File: src/verilog/dps_map.svh
// Constants of the display power-down sequencer: offsets, fields, resets
// and timing. Assumes 8-bit registers on a plain index-addressed port.
// Function
// - Request low: bias enable high, DAC off
// - After retraces and refreshes: clocks, synth off
// - Panel tristate bit set, outputs go tristate
// - Supply bit 0 drives supply off high
// - Clearing tristate bit drives panel outputs low
// - Suspend refuses host access except three
// - Suspend refresh from one of four sources
// - Suspend tristates most outputs
// - Request rising restarts synthesizer and clocks
// - After refreshes and retraces panel resumes
// - Two frame pulses later bias enable low
// - Deep sleep loses register contents except divider and source
// - Deep sleep refresh from three sources
// - Reset falling wakes synthesizer, display idle
// - Default clocks about 100 ms later
// - Wake port write, then software restores
`ifndef DPS_MAP_SVH
`define DPS_MAP_SVH

`define DPS_IDX_PANEL_OUT   4'h0
`define DPS_IDX_POWER_MODE  4'h1
`define DPS_IDX_REF_TIMER   4'h2
`define DPS_IDX_PANEL_PWR   4'h3
`define DPS_IDX_REF_DIV     4'h4
`define DPS_IDX_REF_SRC     4'h5
`define DPS_IDX_STATUS      4'h6
`define DPS_IDX_WAKE_A      4'h7
`define DPS_IDX_WAKE_B      4'h8

`define DPS_BIT_TRISTATE    5
`define DPS_BIT_SUSPEND     7
`define DPS_BIT_INTERNAL    7
`define DPS_BIT_SUPPLY_ON   2

`define DPS_RST_PANEL_OUT   8'h00
`define DPS_RST_POWER_MODE  8'h00
`define DPS_RST_REF_TIMER   8'h00
`define DPS_RST_PANEL_PWR   8'h04
`define DPS_RST_REF_DIV     8'h00
`define DPS_RST_REF_SRC     8'h00

`define DPS_ENTRY_RETRACES  2
`define DPS_ENTRY_REFRESHES 2
`define DPS_EXIT_REFRESHES  2
`define DPS_EXIT_RETRACES   2
`define DPS_EXIT_FRAMES     2

`define DPS_CLK_KHZ         25000
`define DPS_SETTLE_MS       100

`endif

File: src/verilog/dps_pkg.sv
// Types shared by the display power-down sequencer.
// Assumes dps_map.svh supplies the numeric constants.
package dps_pkg;

    typedef enum logic [2:0] {
        ST_RUN,
        ST_ENTRY,
        ST_STOPPED,
        ST_DEEP,
        ST_IDLE,
        ST_RESUME,
        ST_FRAMES
    } dps_state_type;

    typedef enum logic [1:0] {
        SRC_REFRESH_IN,
        SRC_REF_DIVIDED,
        SRC_REF_PASS,
        SRC_LOCAL_PASS
    } dps_src_type;

    typedef struct packed {
        logic mem_clk_en;
        logic vid_clk_en;
        logic synth_en;
        logic slow_div8;
        logic defaults_ready;
    } dps_clk_ctrl_type;

endpackage

File: src/verilog/dps_sequencer.sv
// Display power-down sequencer: entry to and exit from suspend and deep
// sleep, clock gating, panel pin control and alternate refresh.
// Assumes retrace, refresh and frame strobes are one-cycle pulses made by
// the display timing logic, and all pins are sampled on MCLK.
`include "dps_map.svh"

module dps_sequencer
    import dps_pkg::*;
#(
    parameter int SETTLE_CYCLES = `DPS_SETTLE_MS * `DPS_CLK_KHZ
) (
    input  wire logic             MCLK,
    input  wire logic             RST_N,
    input  wire logic             POWER_DOWN_REQUEST_N,
    input  wire logic             POWER_RESET_IN,
    input  wire logic             HRETRACE_PULSE,
    input  wire logic             REFRESH_CYCLE_PULSE,
    input  wire logic             PANEL_FRAME_PULSE,
    input  wire logic             REFRESH_IN,
    input  wire logic             REFERENCE_CLOCK_IN,
    input  wire logic             LOCAL_REFRESH_CLOCK,
    input  wire logic [3:0]       REG_ADDR,
    input  wire logic [7:0]       REG_WDATA,
    input  wire logic             REG_WR,
    input  wire logic             REG_RD,
    output logic      [7:0]       REG_RDATA,
    output logic                  PANEL_BIAS_ENABLE_N,
    output logic                  PANEL_SUPPLY_OFF,
    output logic                  DAC_ENABLE,
    output dps_clk_ctrl_type      CLK_CTRL,
    output logic                  REFRESH_ALT_SEL,
    output logic                  CBR_REFRESH_OUT,
    output logic                  PANEL_OE,
    output logic                  PANEL_RUN,
    output logic                  OUTPUTS_OE,
    output logic                  HOST_MEM_ACCESS_EN
);

    dps_state_type    state_reg;
    dps_state_type    state_next;
    logic             req_meta_reg;
    logic             req_sync_reg;
    logic             req_last_reg;
    logic             rst_meta_reg;
    logic             rst_sync_reg;
    logic             rst_last_reg;
    logic [7:0]       panel_out_reg;
    logic [7:0]       power_mode_reg;
    logic [7:0]       ref_timer_reg;
    logic [7:0]       panel_pwr_reg;
    logic [7:0]       ref_div_reg;
    logic [7:0]       ref_src_reg;
    logic             awake_reg;
    logic [1:0]       ret_cnt_reg;
    logic [1:0]       rfs_cnt_reg;
    logic [1:0]       fp_cnt_reg;
    logic [21:0]      settle_cnt_reg;
    logic             settled_reg;
    logic [7:0]       div_cnt_reg;
    logic             div_out_reg;
    logic             refclk_last_reg;
    logic             cbr_reg;
    logic [7:0]       rdata_reg;
    logic             panel_run_reg;
    logic             bias_n_reg;
    dps_clk_ctrl_type clk_reg;

    localparam logic [21:0] SETTLE_LAST = 22'(SETTLE_CYCLES - 1);

    // Saturating pulse counter shared by the retrace, refresh and frame waits
    function automatic logic [1:0] count_up(input logic [1:0] c,
                                            input logic       p);
        count_up = (p && c != 2'h3) ? c + 2'h1 : c;
    endfunction

    function automatic logic reached(input logic [1:0] c,
                                     input int         n);
        reached = (c >= 2'(n));
    endfunction

    // Edges of synchronised pins only; first stage is never looked at
    wire req_fall = req_last_reg && !req_sync_reg;
    wire req_rise = !req_last_reg && req_sync_reg;
    wire rst_rise = !rst_last_reg && rst_sync_reg;
    wire rst_fall = rst_last_reg && !rst_sync_reg;

    // Software must have chosen suspend before ST_ENTRY can move on to ST_STOPPED
    wire suspend_sel = !ref_timer_reg[`DPS_BIT_INTERNAL]
                    && power_mode_reg[`DPS_BIT_SUSPEND];

    wire in_suspend = (state_reg == ST_STOPPED);
    wire in_deep    = (state_reg == ST_DEEP);
    wire in_idle    = (state_reg == ST_IDLE);
    // Before the wake write only the wake ports are honoured
    wire locked     = in_suspend || in_deep || (in_idle && !awake_reg);

    wire sel_pout  = (REG_ADDR == `DPS_IDX_PANEL_OUT);
    wire sel_pmode = (REG_ADDR == `DPS_IDX_POWER_MODE);
    wire sel_rtim  = (REG_ADDR == `DPS_IDX_REF_TIMER);
    wire sel_ppwr  = (REG_ADDR == `DPS_IDX_PANEL_PWR);
    wire sel_rdiv  = (REG_ADDR == `DPS_IDX_REF_DIV);
    wire sel_rsrc  = (REG_ADDR == `DPS_IDX_REF_SRC);
    wire sel_stat  = (REG_ADDR == `DPS_IDX_STATUS);
    wire sel_wake  = (REG_ADDR == `DPS_IDX_WAKE_A)
                  || (REG_ADDR == `DPS_IDX_WAKE_B);

    // In suspend only the tristate bit, supply and divider stay open
    wire susp_open = sel_pout || sel_ppwr || sel_rdiv;
    wire wr_ok     = REG_WR && (!locked || (in_suspend && susp_open)
                              || (in_deep && sel_rdiv));
    wire rd_ok     = REG_RD && (!locked || (in_suspend && susp_open));

    wire [7:0] pout_wmask = in_suspend ? 8'h20 : 8'hFF;

    wire wake_hit = REG_WR && in_idle && sel_wake;

    // Status word: state, awake, settled, panel running
    wire [7:0] status_word = {1'b0, panel_run_reg, settled_reg, awake_reg,
                              1'b0, state_reg};

    wire [7:0] rdata_next =
        !rd_ok    ? 8'h00 :
        sel_pout  ? panel_out_reg :
        sel_pmode ? power_mode_reg :
        sel_rtim  ? ref_timer_reg :
        sel_ppwr  ? panel_pwr_reg :
        sel_rdiv  ? ref_div_reg :
        sel_rsrc  ? ref_src_reg :
        sel_stat  ? status_word : 8'h00;

    // Refresh source: deep sleep has no local clock path, fall back
    wire [1:0]   src_raw = ref_src_reg[1:0];
    dps_src_type src_sel;
    assign src_sel = (in_deep && src_raw == 2'(SRC_LOCAL_PASS))
                   ? SRC_REFRESH_IN : dps_src_type'(src_raw);

    wire refclk_rise = REFERENCE_CLOCK_IN && !refclk_last_reg;
    wire div_wrap    = refclk_rise && (div_cnt_reg >= ref_div_reg);

    logic alt_refresh;
    always_comb begin
        case (src_sel)
            SRC_REFRESH_IN:  alt_refresh = REFRESH_IN;
            SRC_REF_DIVIDED: alt_refresh = div_out_reg;
            SRC_REF_PASS:    alt_refresh = REFERENCE_CLOCK_IN;
            SRC_LOCAL_PASS:  alt_refresh = LOCAL_REFRESH_CLOCK;
            default:         alt_refresh = REFRESH_IN;
        endcase
    end

    wire alt_active = (state_reg == ST_STOPPED) || in_deep;

    wire entry_done = reached(ret_cnt_reg, `DPS_ENTRY_RETRACES)
                   && reached(rfs_cnt_reg, `DPS_ENTRY_REFRESHES);
    wire resume_done = reached(ret_cnt_reg, `DPS_EXIT_RETRACES)
                    && reached(rfs_cnt_reg, `DPS_EXIT_REFRESHES);
    wire frames_done = reached(fp_cnt_reg, `DPS_EXIT_FRAMES);

    always_comb begin
        state_next = state_reg;
        case (state_reg)
            ST_RUN:
                if (req_fall) begin
                    state_next = ST_ENTRY;
                end
            ST_ENTRY:
                if (req_rise) begin
                    state_next = ST_RESUME;
                end else if (entry_done && suspend_sel) begin
                    state_next = ST_STOPPED;
                end
            ST_STOPPED:
                if (rst_rise) begin
                    state_next = ST_DEEP;
                end else if (req_rise) begin
                    state_next = ST_RESUME;
                end
            ST_DEEP:
                if (rst_fall) begin
                    state_next = ST_IDLE;
                end
            ST_IDLE:
                if (req_rise && awake_reg) begin
                    state_next = ST_RESUME;
                end
            ST_RESUME:
                if (req_fall) begin
                    state_next = ST_ENTRY;
                end else if (resume_done) begin
                    state_next = ST_FRAMES;
                end
            ST_FRAMES:
                if (req_fall) begin
                    state_next = ST_ENTRY;
                end else if (frames_done) begin
                    state_next = ST_RUN;
                end
            default:
                state_next = ST_RUN;
        endcase
    end

    wire clk_on = !(state_next == ST_STOPPED || state_next == ST_DEEP);

    dps_clk_ctrl_type clk_next;
    assign clk_next = '{
        mem_clk_en:     clk_on,
        vid_clk_en:     clk_on,
        synth_en:       clk_on,
        slow_div8:      (state_next == ST_IDLE),
        defaults_ready: settled_reg
    };

    wire dac_next  = (state_next == ST_RUN);
    wire bias_next = !(state_next == ST_RUN);
    wire run_next  = (state_next == ST_FRAMES) || (state_next == ST_RUN);
    wire restart   = (state_next != state_reg);

    always_ff @(posedge MCLK) begin
        if (!RST_N) begin
            req_meta_reg <= 1'b1;
            req_sync_reg <= 1'b1;
            req_last_reg <= 1'b1;
            rst_meta_reg <= 1'b0;
            rst_sync_reg <= 1'b0;
            rst_last_reg <= 1'b0;
        end else begin
            req_meta_reg <= POWER_DOWN_REQUEST_N;
            req_sync_reg <= req_meta_reg;
            req_last_reg <= req_sync_reg;
            rst_meta_reg <= POWER_RESET_IN;
            rst_sync_reg <= rst_meta_reg;
            rst_last_reg <= rst_sync_reg;
        end
    end

    always_ff @(posedge MCLK) begin
        if (!RST_N) begin
            state_reg   <= ST_RUN;
            ret_cnt_reg <= 2'h0;
            rfs_cnt_reg <= 2'h0;
            fp_cnt_reg  <= 2'h0;
        end else begin
            state_reg   <= state_next;
            ret_cnt_reg <= restart ? 2'h0
                         : count_up(ret_cnt_reg, HRETRACE_PULSE);
            rfs_cnt_reg <= restart ? 2'h0
                         : count_up(rfs_cnt_reg, REFRESH_CYCLE_PULSE);
            fp_cnt_reg  <= restart ? 2'h0
                         : count_up(fp_cnt_reg, PANEL_FRAME_PULSE);
        end
    end

    // Settling timer starts on the reset falling edge
    always_ff @(posedge MCLK) begin
        if (!RST_N) begin
            settle_cnt_reg <= 22'h000000;
            settled_reg    <= 1'b1;
        end else if (rst_fall) begin
            settle_cnt_reg <= 22'h000000;
            settled_reg    <= 1'b0;
        end else if (!settled_reg) begin
            settle_cnt_reg <= settle_cnt_reg + 22'h000001;
            settled_reg    <= (settle_cnt_reg >= SETTLE_LAST);
        end
    end

    // Deep sleep wipes display registers; refresh logic stays powered
    always_ff @(posedge MCLK) begin
        if (!RST_N || rst_rise) begin
            panel_out_reg  <= `DPS_RST_PANEL_OUT | {2'h0, RST_N, 5'h00};
            power_mode_reg <= `DPS_RST_POWER_MODE;
            ref_timer_reg  <= `DPS_RST_REF_TIMER;
            panel_pwr_reg  <= `DPS_RST_PANEL_PWR & ~{5'h00, RST_N, 2'h0};
            awake_reg      <= !RST_N;
        end else begin
            if (wake_hit) begin
                awake_reg <= 1'b1;
            end else if (state_reg == ST_RUN) begin
                awake_reg <= 1'b1;
            end
            if (wr_ok && sel_pout) begin
                panel_out_reg <= (panel_out_reg & ~pout_wmask)
                               | (REG_WDATA & pout_wmask);
            end
            if (wr_ok && sel_pmode) begin
                power_mode_reg <= REG_WDATA;
            end
            if (wr_ok && sel_rtim) begin
                ref_timer_reg <= REG_WDATA;
            end
            if (wr_ok && sel_ppwr) begin
                panel_pwr_reg <= REG_WDATA;
            end
        end
    end

    always_ff @(posedge MCLK) begin
        if (!RST_N) begin
            ref_div_reg <= `DPS_RST_REF_DIV;
            ref_src_reg <= `DPS_RST_REF_SRC;
        end else begin
            if (wr_ok && sel_rdiv) begin
                ref_div_reg <= REG_WDATA;
            end
            if (wr_ok && sel_rsrc) begin
                ref_src_reg <= REG_WDATA;
            end
        end
    end

    // Reference clock divided by the programmable divider
    always_ff @(posedge MCLK) begin
        if (!RST_N) begin
            refclk_last_reg <= 1'b0;
            div_cnt_reg     <= 8'h00;
            div_out_reg     <= 1'b0;
            cbr_reg         <= 1'b0;
        end else begin
            refclk_last_reg <= REFERENCE_CLOCK_IN;
            if (div_wrap) begin
                div_cnt_reg <= 8'h00;
                div_out_reg <= !div_out_reg;
            end else if (refclk_rise) begin
                div_cnt_reg <= div_cnt_reg + 8'h01;
            end
            cbr_reg <= alt_active ? alt_refresh : REFRESH_CYCLE_PULSE;
        end
    end

    always_ff @(posedge MCLK) begin
        if (!RST_N) begin
            clk_reg       <= '{1'b1, 1'b1, 1'b1, 1'b0, 1'b1};
            bias_n_reg    <= 1'b0;
            DAC_ENABLE    <= 1'b1;
            panel_run_reg <= 1'b1;
            rdata_reg     <= 8'h00;
        end else begin
            clk_reg       <= clk_next;
            bias_n_reg    <= bias_next;
            DAC_ENABLE    <= dac_next;
            panel_run_reg <= run_next;
            rdata_reg     <= rdata_next;
        end
    end

    // Panel pins: tristate bit wins, then forced low until resumed
    wire tristate = panel_out_reg[`DPS_BIT_TRISTATE];

    assign PANEL_OE            = !tristate;
    assign PANEL_RUN           = panel_run_reg && !tristate;
    assign PANEL_SUPPLY_OFF    = !panel_pwr_reg[`DPS_BIT_SUPPLY_ON];
    assign PANEL_BIAS_ENABLE_N = bias_n_reg;
    assign CLK_CTRL            = clk_reg;
    assign REFRESH_ALT_SEL     = alt_active;
    assign CBR_REFRESH_OUT     = cbr_reg;
    assign OUTPUTS_OE          = !(in_suspend || in_deep);
    assign HOST_MEM_ACCESS_EN  = (state_reg == ST_RUN);
    assign REG_RDATA           = rdata_reg;

endmodule

File: config.mk
export PLATFORM = sky130hd
export DESIGN_NAME = dps_sequencer
export DESIGN_NICKNAME = d
export VERILOG_FILES = /design/src/verilog/dps_pkg.sv /design/src/verilog/dps_sequencer.sv
export VERILOG_INCLUDE_DIRS = /design/src /design/src/verilog
export SDC_FILE = /design/constraint.sdc
export NUM_CORES = 1
export LEC_CHECK = 0
export BUFFER_PORTS_ARGS = -buffer_cell sky130_fd_sc_hd__clkbuf_2
export CAP_MARGIN = 20
export CORE_MARGIN = 8
export CORE_UTILIZATION = 54
export DETAILED_ROUTE_END_ITERATION = 12
export HOLD_SLACK_MARGIN = 0.1
export PLACE_DENSITY = 0.8
export SETUP_SLACK_MARGIN = 0.1
export SYNTH_ARGS = -nofsm -noshare
export SYNTH_HDL_FRONTEND = slang
export SYNTH_SLANG_ARGS = --single-unit
export TNS_END_PERCENT = 100
File: constraint.sdc
create_clock -name MCLK -period 2.25 [get_ports MCLK]
set_input_delay 0.3375 -clock MCLK [delete_from_list [all_inputs] [get_ports MCLK]]
set_output_delay 0.3375 -clock MCLK [all_outputs]
set_load 0.005 [all_outputs]
# Word level (Yosys, flattened, before mapping)
# Index checks and enable logic that the tools add are counted.
# classes
reduce_logical	64
n_eq_ne	26
div	0
shift	0
bitwise	6
addsub	5
muxes	32
multipliers	0
order_cmp	5
# op_table
cell	n
2-to-1 mux 8 bit	7
2-to-1 mux 3 bit	13
logical AND 1 bit	28
adder 22 x 1 -> 22 bit (second input constant)	1
greater-or-equal comparator 22 bit (second input constant)	1
case mux 3 bit (7 select lines)	1
bitwise AND 8 bit	2
equality test 4 x 3 -> 1 bit (second input constant)	4
equality test 3 bit (second input constant)	5
logical NOT 1 bit	15
equality test 3 x 2 -> 1 bit (second input constant)	4
2-to-1 mux 6 bit	2
logical OR 1 bit	10
adder 8 x 1 -> 8 bit (second input constant)	1
equality test 4 x 2 -> 1 bit (second input constant)	2
greater-or-equal comparator 8 bit	1
NOT 8 bit	1
OR 8 bit	1
2-to-1 mux 7 bit	1
adder 2 x 1 -> 2 bit (second input constant)	3
equality test 2 bit (second input constant)	3
greater-or-equal comparator 2 bit (second input constant)	3
logical NOT 3 bit	2
2-to-1 mux 1 bit	6
other kinds (16)	21
# totals
rom_bits	0
memories	0
ramBits	0
reg_bits	112
latchBits	0
out_inout_bits	22

# Longest topological paths before layout
# logic_depth
ltp_word	10
ltp_mapped	8

# Worst setup path before layout
# No wires, ideal clock.
# synth_path
path_type	input-to-reg
start	in REG_ADDR[2]
end	reg panel_pwr_reg[2], enable pin
t_arrival_ns	1.873
required_time_ns	2.001
n_path_buf	1
cell_stages	6
path_slack_ns	0.128
cell_sequence	buf_6 -> and3b_1 -> o2111a_2 -> o31ai_4 -> nor4_4 -> or2_2
# synth_via
elab_chain_len	9
# synth_lines
item	line	source
start, declared	dps_sequencer.sv:22	input wire logic [3:0] REG_ADDR,
equality test 4 x 2 -> 1 bit (no line) or logical NOT 4 bit (tied branches)	--	
logical OR 1 bit (2 in series)	dps_sequencer.sv:108	wire susp_open = sel_pout || sel_ppwr || sel_rdiv;
logical AND 1 bit	dps_sequencer.sv:109	wire wr_ok = REG_WR && (!locked || (in_suspend && susp_open)
logical OR 1 bit	dps_sequencer.sv:109	
logical OR 1 bit	dps_sequencer.sv:110	|| (in_deep && sel_rdiv));
logical AND 1 bit	dps_sequencer.sv:109	
logical AND 1 bit *	dps_sequencer.sv:292	if (wr_ok && sel_ppwr) begin
nonzero test 2 bit (no line) *	--	
end signal, assigned	dps_sequencer.sv:274	panel_pwr_reg <= `DPS_RST_PANEL_PWR & ~{5'h00, RST_N, 2'h0};
end, declared	dps_sequencer.sv:50	logic [7:0] panel_pwr_reg;
# Every way passes the cells marked *; elsewhere a longest branch is shown, timed or not.
# A chain may end at the register's enable or synchronous reset.

==> impl_results.md <==
- Largest net degree at the start of global routing: 34
- R2R Setup Slk: 0.20 ns
- Mapped Avg Cell Area: 9.04 um2
- Clk buf depth: 2
- Mean number of vias per cell: 5.58
- Layout cell share with drive strength beyond 1: 0.193
- Die X-Extent: 115 um
- Final-report hold violation count: 0
- DRC: 0
- Power after layout: ~3.8 mW
- RSZ-0062 raised after global routing: false
- Vias in the first global route: 4254
- Core footprint: 0.00964 mm2
- Fillcell total: 827
- Fmax achieved: 0.488 GHz
- Critical Path RT: 2.53 ns
- Sw frac: 0.250
- TritonCTS Buffers: 9
- VDD IR max: 0.443 mV
- DP Wirelength: approximately 9300 um
- Slew Limit Headroom: 0.538
- Vias: 4417
- Synth Register Bits: 112
- Mapped Cells: 586
- Final core utilization: 0.638
- I/O Buffers: 45
- TNS Setup: 0 ns
- Remaining global-route overflow: 0
- Top cells by area, synth: dfxtp_1, mux2i_1, nor2_1, ha_1, nand2_1
- Fin nets: approximately 690
- Cells on worst reg2reg path: 8
- Routability congestion estimate from global placement: about 0.94
- Post-route insts no fill: 792
- First-pass GRT wire length: between 20000 and 25000 um
- Final setup fails: 0
- Max-cap violations: 0
- Worst hold path type: in -> reg
- Synthesized area: 0.00530 mm2
- CTS clk-pin slew, worst paths: 0.11 ns
- Skew final: ~0.015 ns
- Internal: about 2.9 mW
- Main synth FF type: dfxtp_1
- DRC marker count from the first detailed-route iteration: 278
- H-tree lvl count: 3
- All-Layer GR Usage: 0.197
- Most frequent cell after synthesis: dfxtp_1
- Tightest hold margin: 0.133 ns
- Number of top-level pins: 46
- CTS tree: done
- Post-synth top cells: dfxtp_1, nor2_1, mux2i_1, nand2_1, a21oi_1
- Crit path time final: around 2.0 ns
- Row count: 36
- Synth area leader: dfxtp_1
- Placed cells: 770
- Net Sw Power: 0.951 mW
- Clk pwr share: 0.359
- Setup crit end kind: register
- Static Leakage: 2.35 nW
- Yosys cell types: 58
- Post-synthesis sequential area ratio: 0.429
- Sequential fraction of design power: 0.547
- Max Fanout on Critical Path: 7
- Initial antenna violation count: 0
- CP Launch Type: register
- Final WL: 12600 um
- Combinational Power Share: 0.094
- Worst Tran Pin Value: between 0.6 and 0.7 ns
- 1st-pass router iterations: 5
- Min-Delay Path Depth: 2
- Insertion delay to the later sink of the worst-skew pair: roughly 0.38 ns
- EDFF count, synth: 3
- Period utilization: 0.911
- Initial core utilization: 0.550
- Setup CP Type: reg -> reg
- RR Startpoint: state_reg[2]
- Share of the synthesized area in the top cell type: 0.412
- Max-slew violations: 0
- Synth async-reset ratio: 0
- P&R area growth vs syn: 16.1%
- Clock Sinks: 112
- Net count after synthesis: 624
- Pwr Density: 618 mW/mm2
- ANT cells: 0
- Crit path DAT: 2.33 ns
- YS warnings: 0
- Run status: finished, final reports clean
- Number of nets with antenna violations after routing: 0
- Die Y: 115 um
- Avg WL per Cell: 15.9 um
- Largest register FFs: 22
- Min-delay src: POWER_DOWN_REQUEST_N
- Die footprint: 0.0132 mm2
- Root Buffer: clkbuf_8
- Hold endpoint: req_meta_reg
layer usage:
metal	routed length (um)	track usage	up-vias
li1	-	-	2177
met5	0	0	-
met4	233	0.0639	0
met2	6070	0.327	116
met3	654	0.0431	18
met1	5610	0.250	2106
cells by family after synthesis:
family,count (synthesis),synth area share
AND/OR/NAND/NOR,244,0.234
multiplexers,54,0.116
AO/OA/AOI/OAI,90,0.108
XOR/XNOR,25,0.0413
flip-flops,112,0.429
adder cells (fa/ha/maj),14,0.0331
buffers and inverters,47,0.0387
area by class of cell:
type,count,area (um2),area share
Multi-Input combinational cell,428,2870,0.466
Timing Repair Buffer,82,528,0.0858
Tap cell,133,166,0.0270
Inverter,21,78.8,0.0128
Clock buffer,11,174,0.0283
Sequential cell,112,2270,0.370
Clock inverter,5,66.3,0.0108
worst max path at each step:
stage,start,end,slack (ns),cells after the start
2_1_floorplan,REG_ADDR[2],panel_pwr_reg[2],0.13,6
3_3_place_gp,REG_ADDR[1],panel_pwr_reg[2],0.04,6
3_5_place_dp,REG_ADDR[1],power_mode_reg[6],0.0007,7
4_1_cts,state_reg[1],register,0.07,7
5_1_grt,state_reg[0],ref_src_reg[0],0.10,7
6_report,state_reg[2],register,0.20,8
placed cells by master (no fill, tap or decap), types with 3 or more instances in the layout:
| cell | instances |
|---|---|
| dfxtp_1 | 107 |
| nor2_1 | 83 |
| mux2i_1 | 47 |
| nand2_1 | 46 |
| clkbuf_2 | 45 |
| buf_4 | 35 |
| a21oi_1 | 29 |
| nand3_1 | 26 |
| inv_1 | 20 |
| o21ai_0 | 19 |
| nand2b_1 | 17 |
| xor2_1 | 14 |
| ha_1 | 14 |
| xnor2_1 | 11 |
| nor2b_1 | 10 |
| o31ai_1 | 9 |
| o21ai_1 | 9 |
| clkbuf_8 | 9 |
| nor3_1 | 8 |
| nor4_1 | 7 |
| nand4_1 | 6 |
| mux4_2 | 6 |
| or3_1 | 5 |
| nor3b_1 | 4 |
| and2_1 | 4 |
| and3_1 | 4 |
| nand3b_1 | 3 |
| or2_2 | 3 |
| nor4_4 | 3 |
| nand4b_1 | 3 |
| a21o_1 | 3 |
| a21boi_0 | 3 |
| a31oi_1 | 3 |
| edfxtp_1 | 3 |
power by group through the flow:
stage	Clock (mW)	Sequential [mW]	Combinational, mW
after floorplan	0	2.11	0.222
after global placement	0	2.12	0.334
after detailed placement	0	2.13	0.344
after CTS	1.39	2.08	0.349
after global routing	1.49	2.09	0.392
final	1.37	2.08	0.357
repair_timing:
| action | 4_1_cts | 5_1_grt |
|---|---|---|
| pin swaps | 3 | 3 |
| resized for setup | 1 | 7 |
| buffers inserted | 3 | 2 |
| gates cloned | 1 | 0 |
| endpoints found under the setup margin | 9 | 47 |
| hold buffers | 0 | 0 |
| endpoints found under the hold margin | 0 | 0 |
worst max-delay path, cell delays in order, from the launching register on:
cell and delay (ns):
dfxtp_2 0.40, nor3b_2 0.24, a21oi_2 0.13, o31ai_4 0.54, buf_4 0.22, a211oi_4 0.05, buf_12 0.14, mux2i_1 0.17
nor2_1 0.05
through the flow:
step	cell area [um2]	setup WS [ns]
6_report	6150	0.201
5_1_grt	6150	0.105
4_1_cts	6100	0.0733
3_5_place_dp	5820	0.000745
3_3_place_gp	5820	0.0397
2_1_floorplan	5300	0.128
Power figures use the tool's default switching activity.
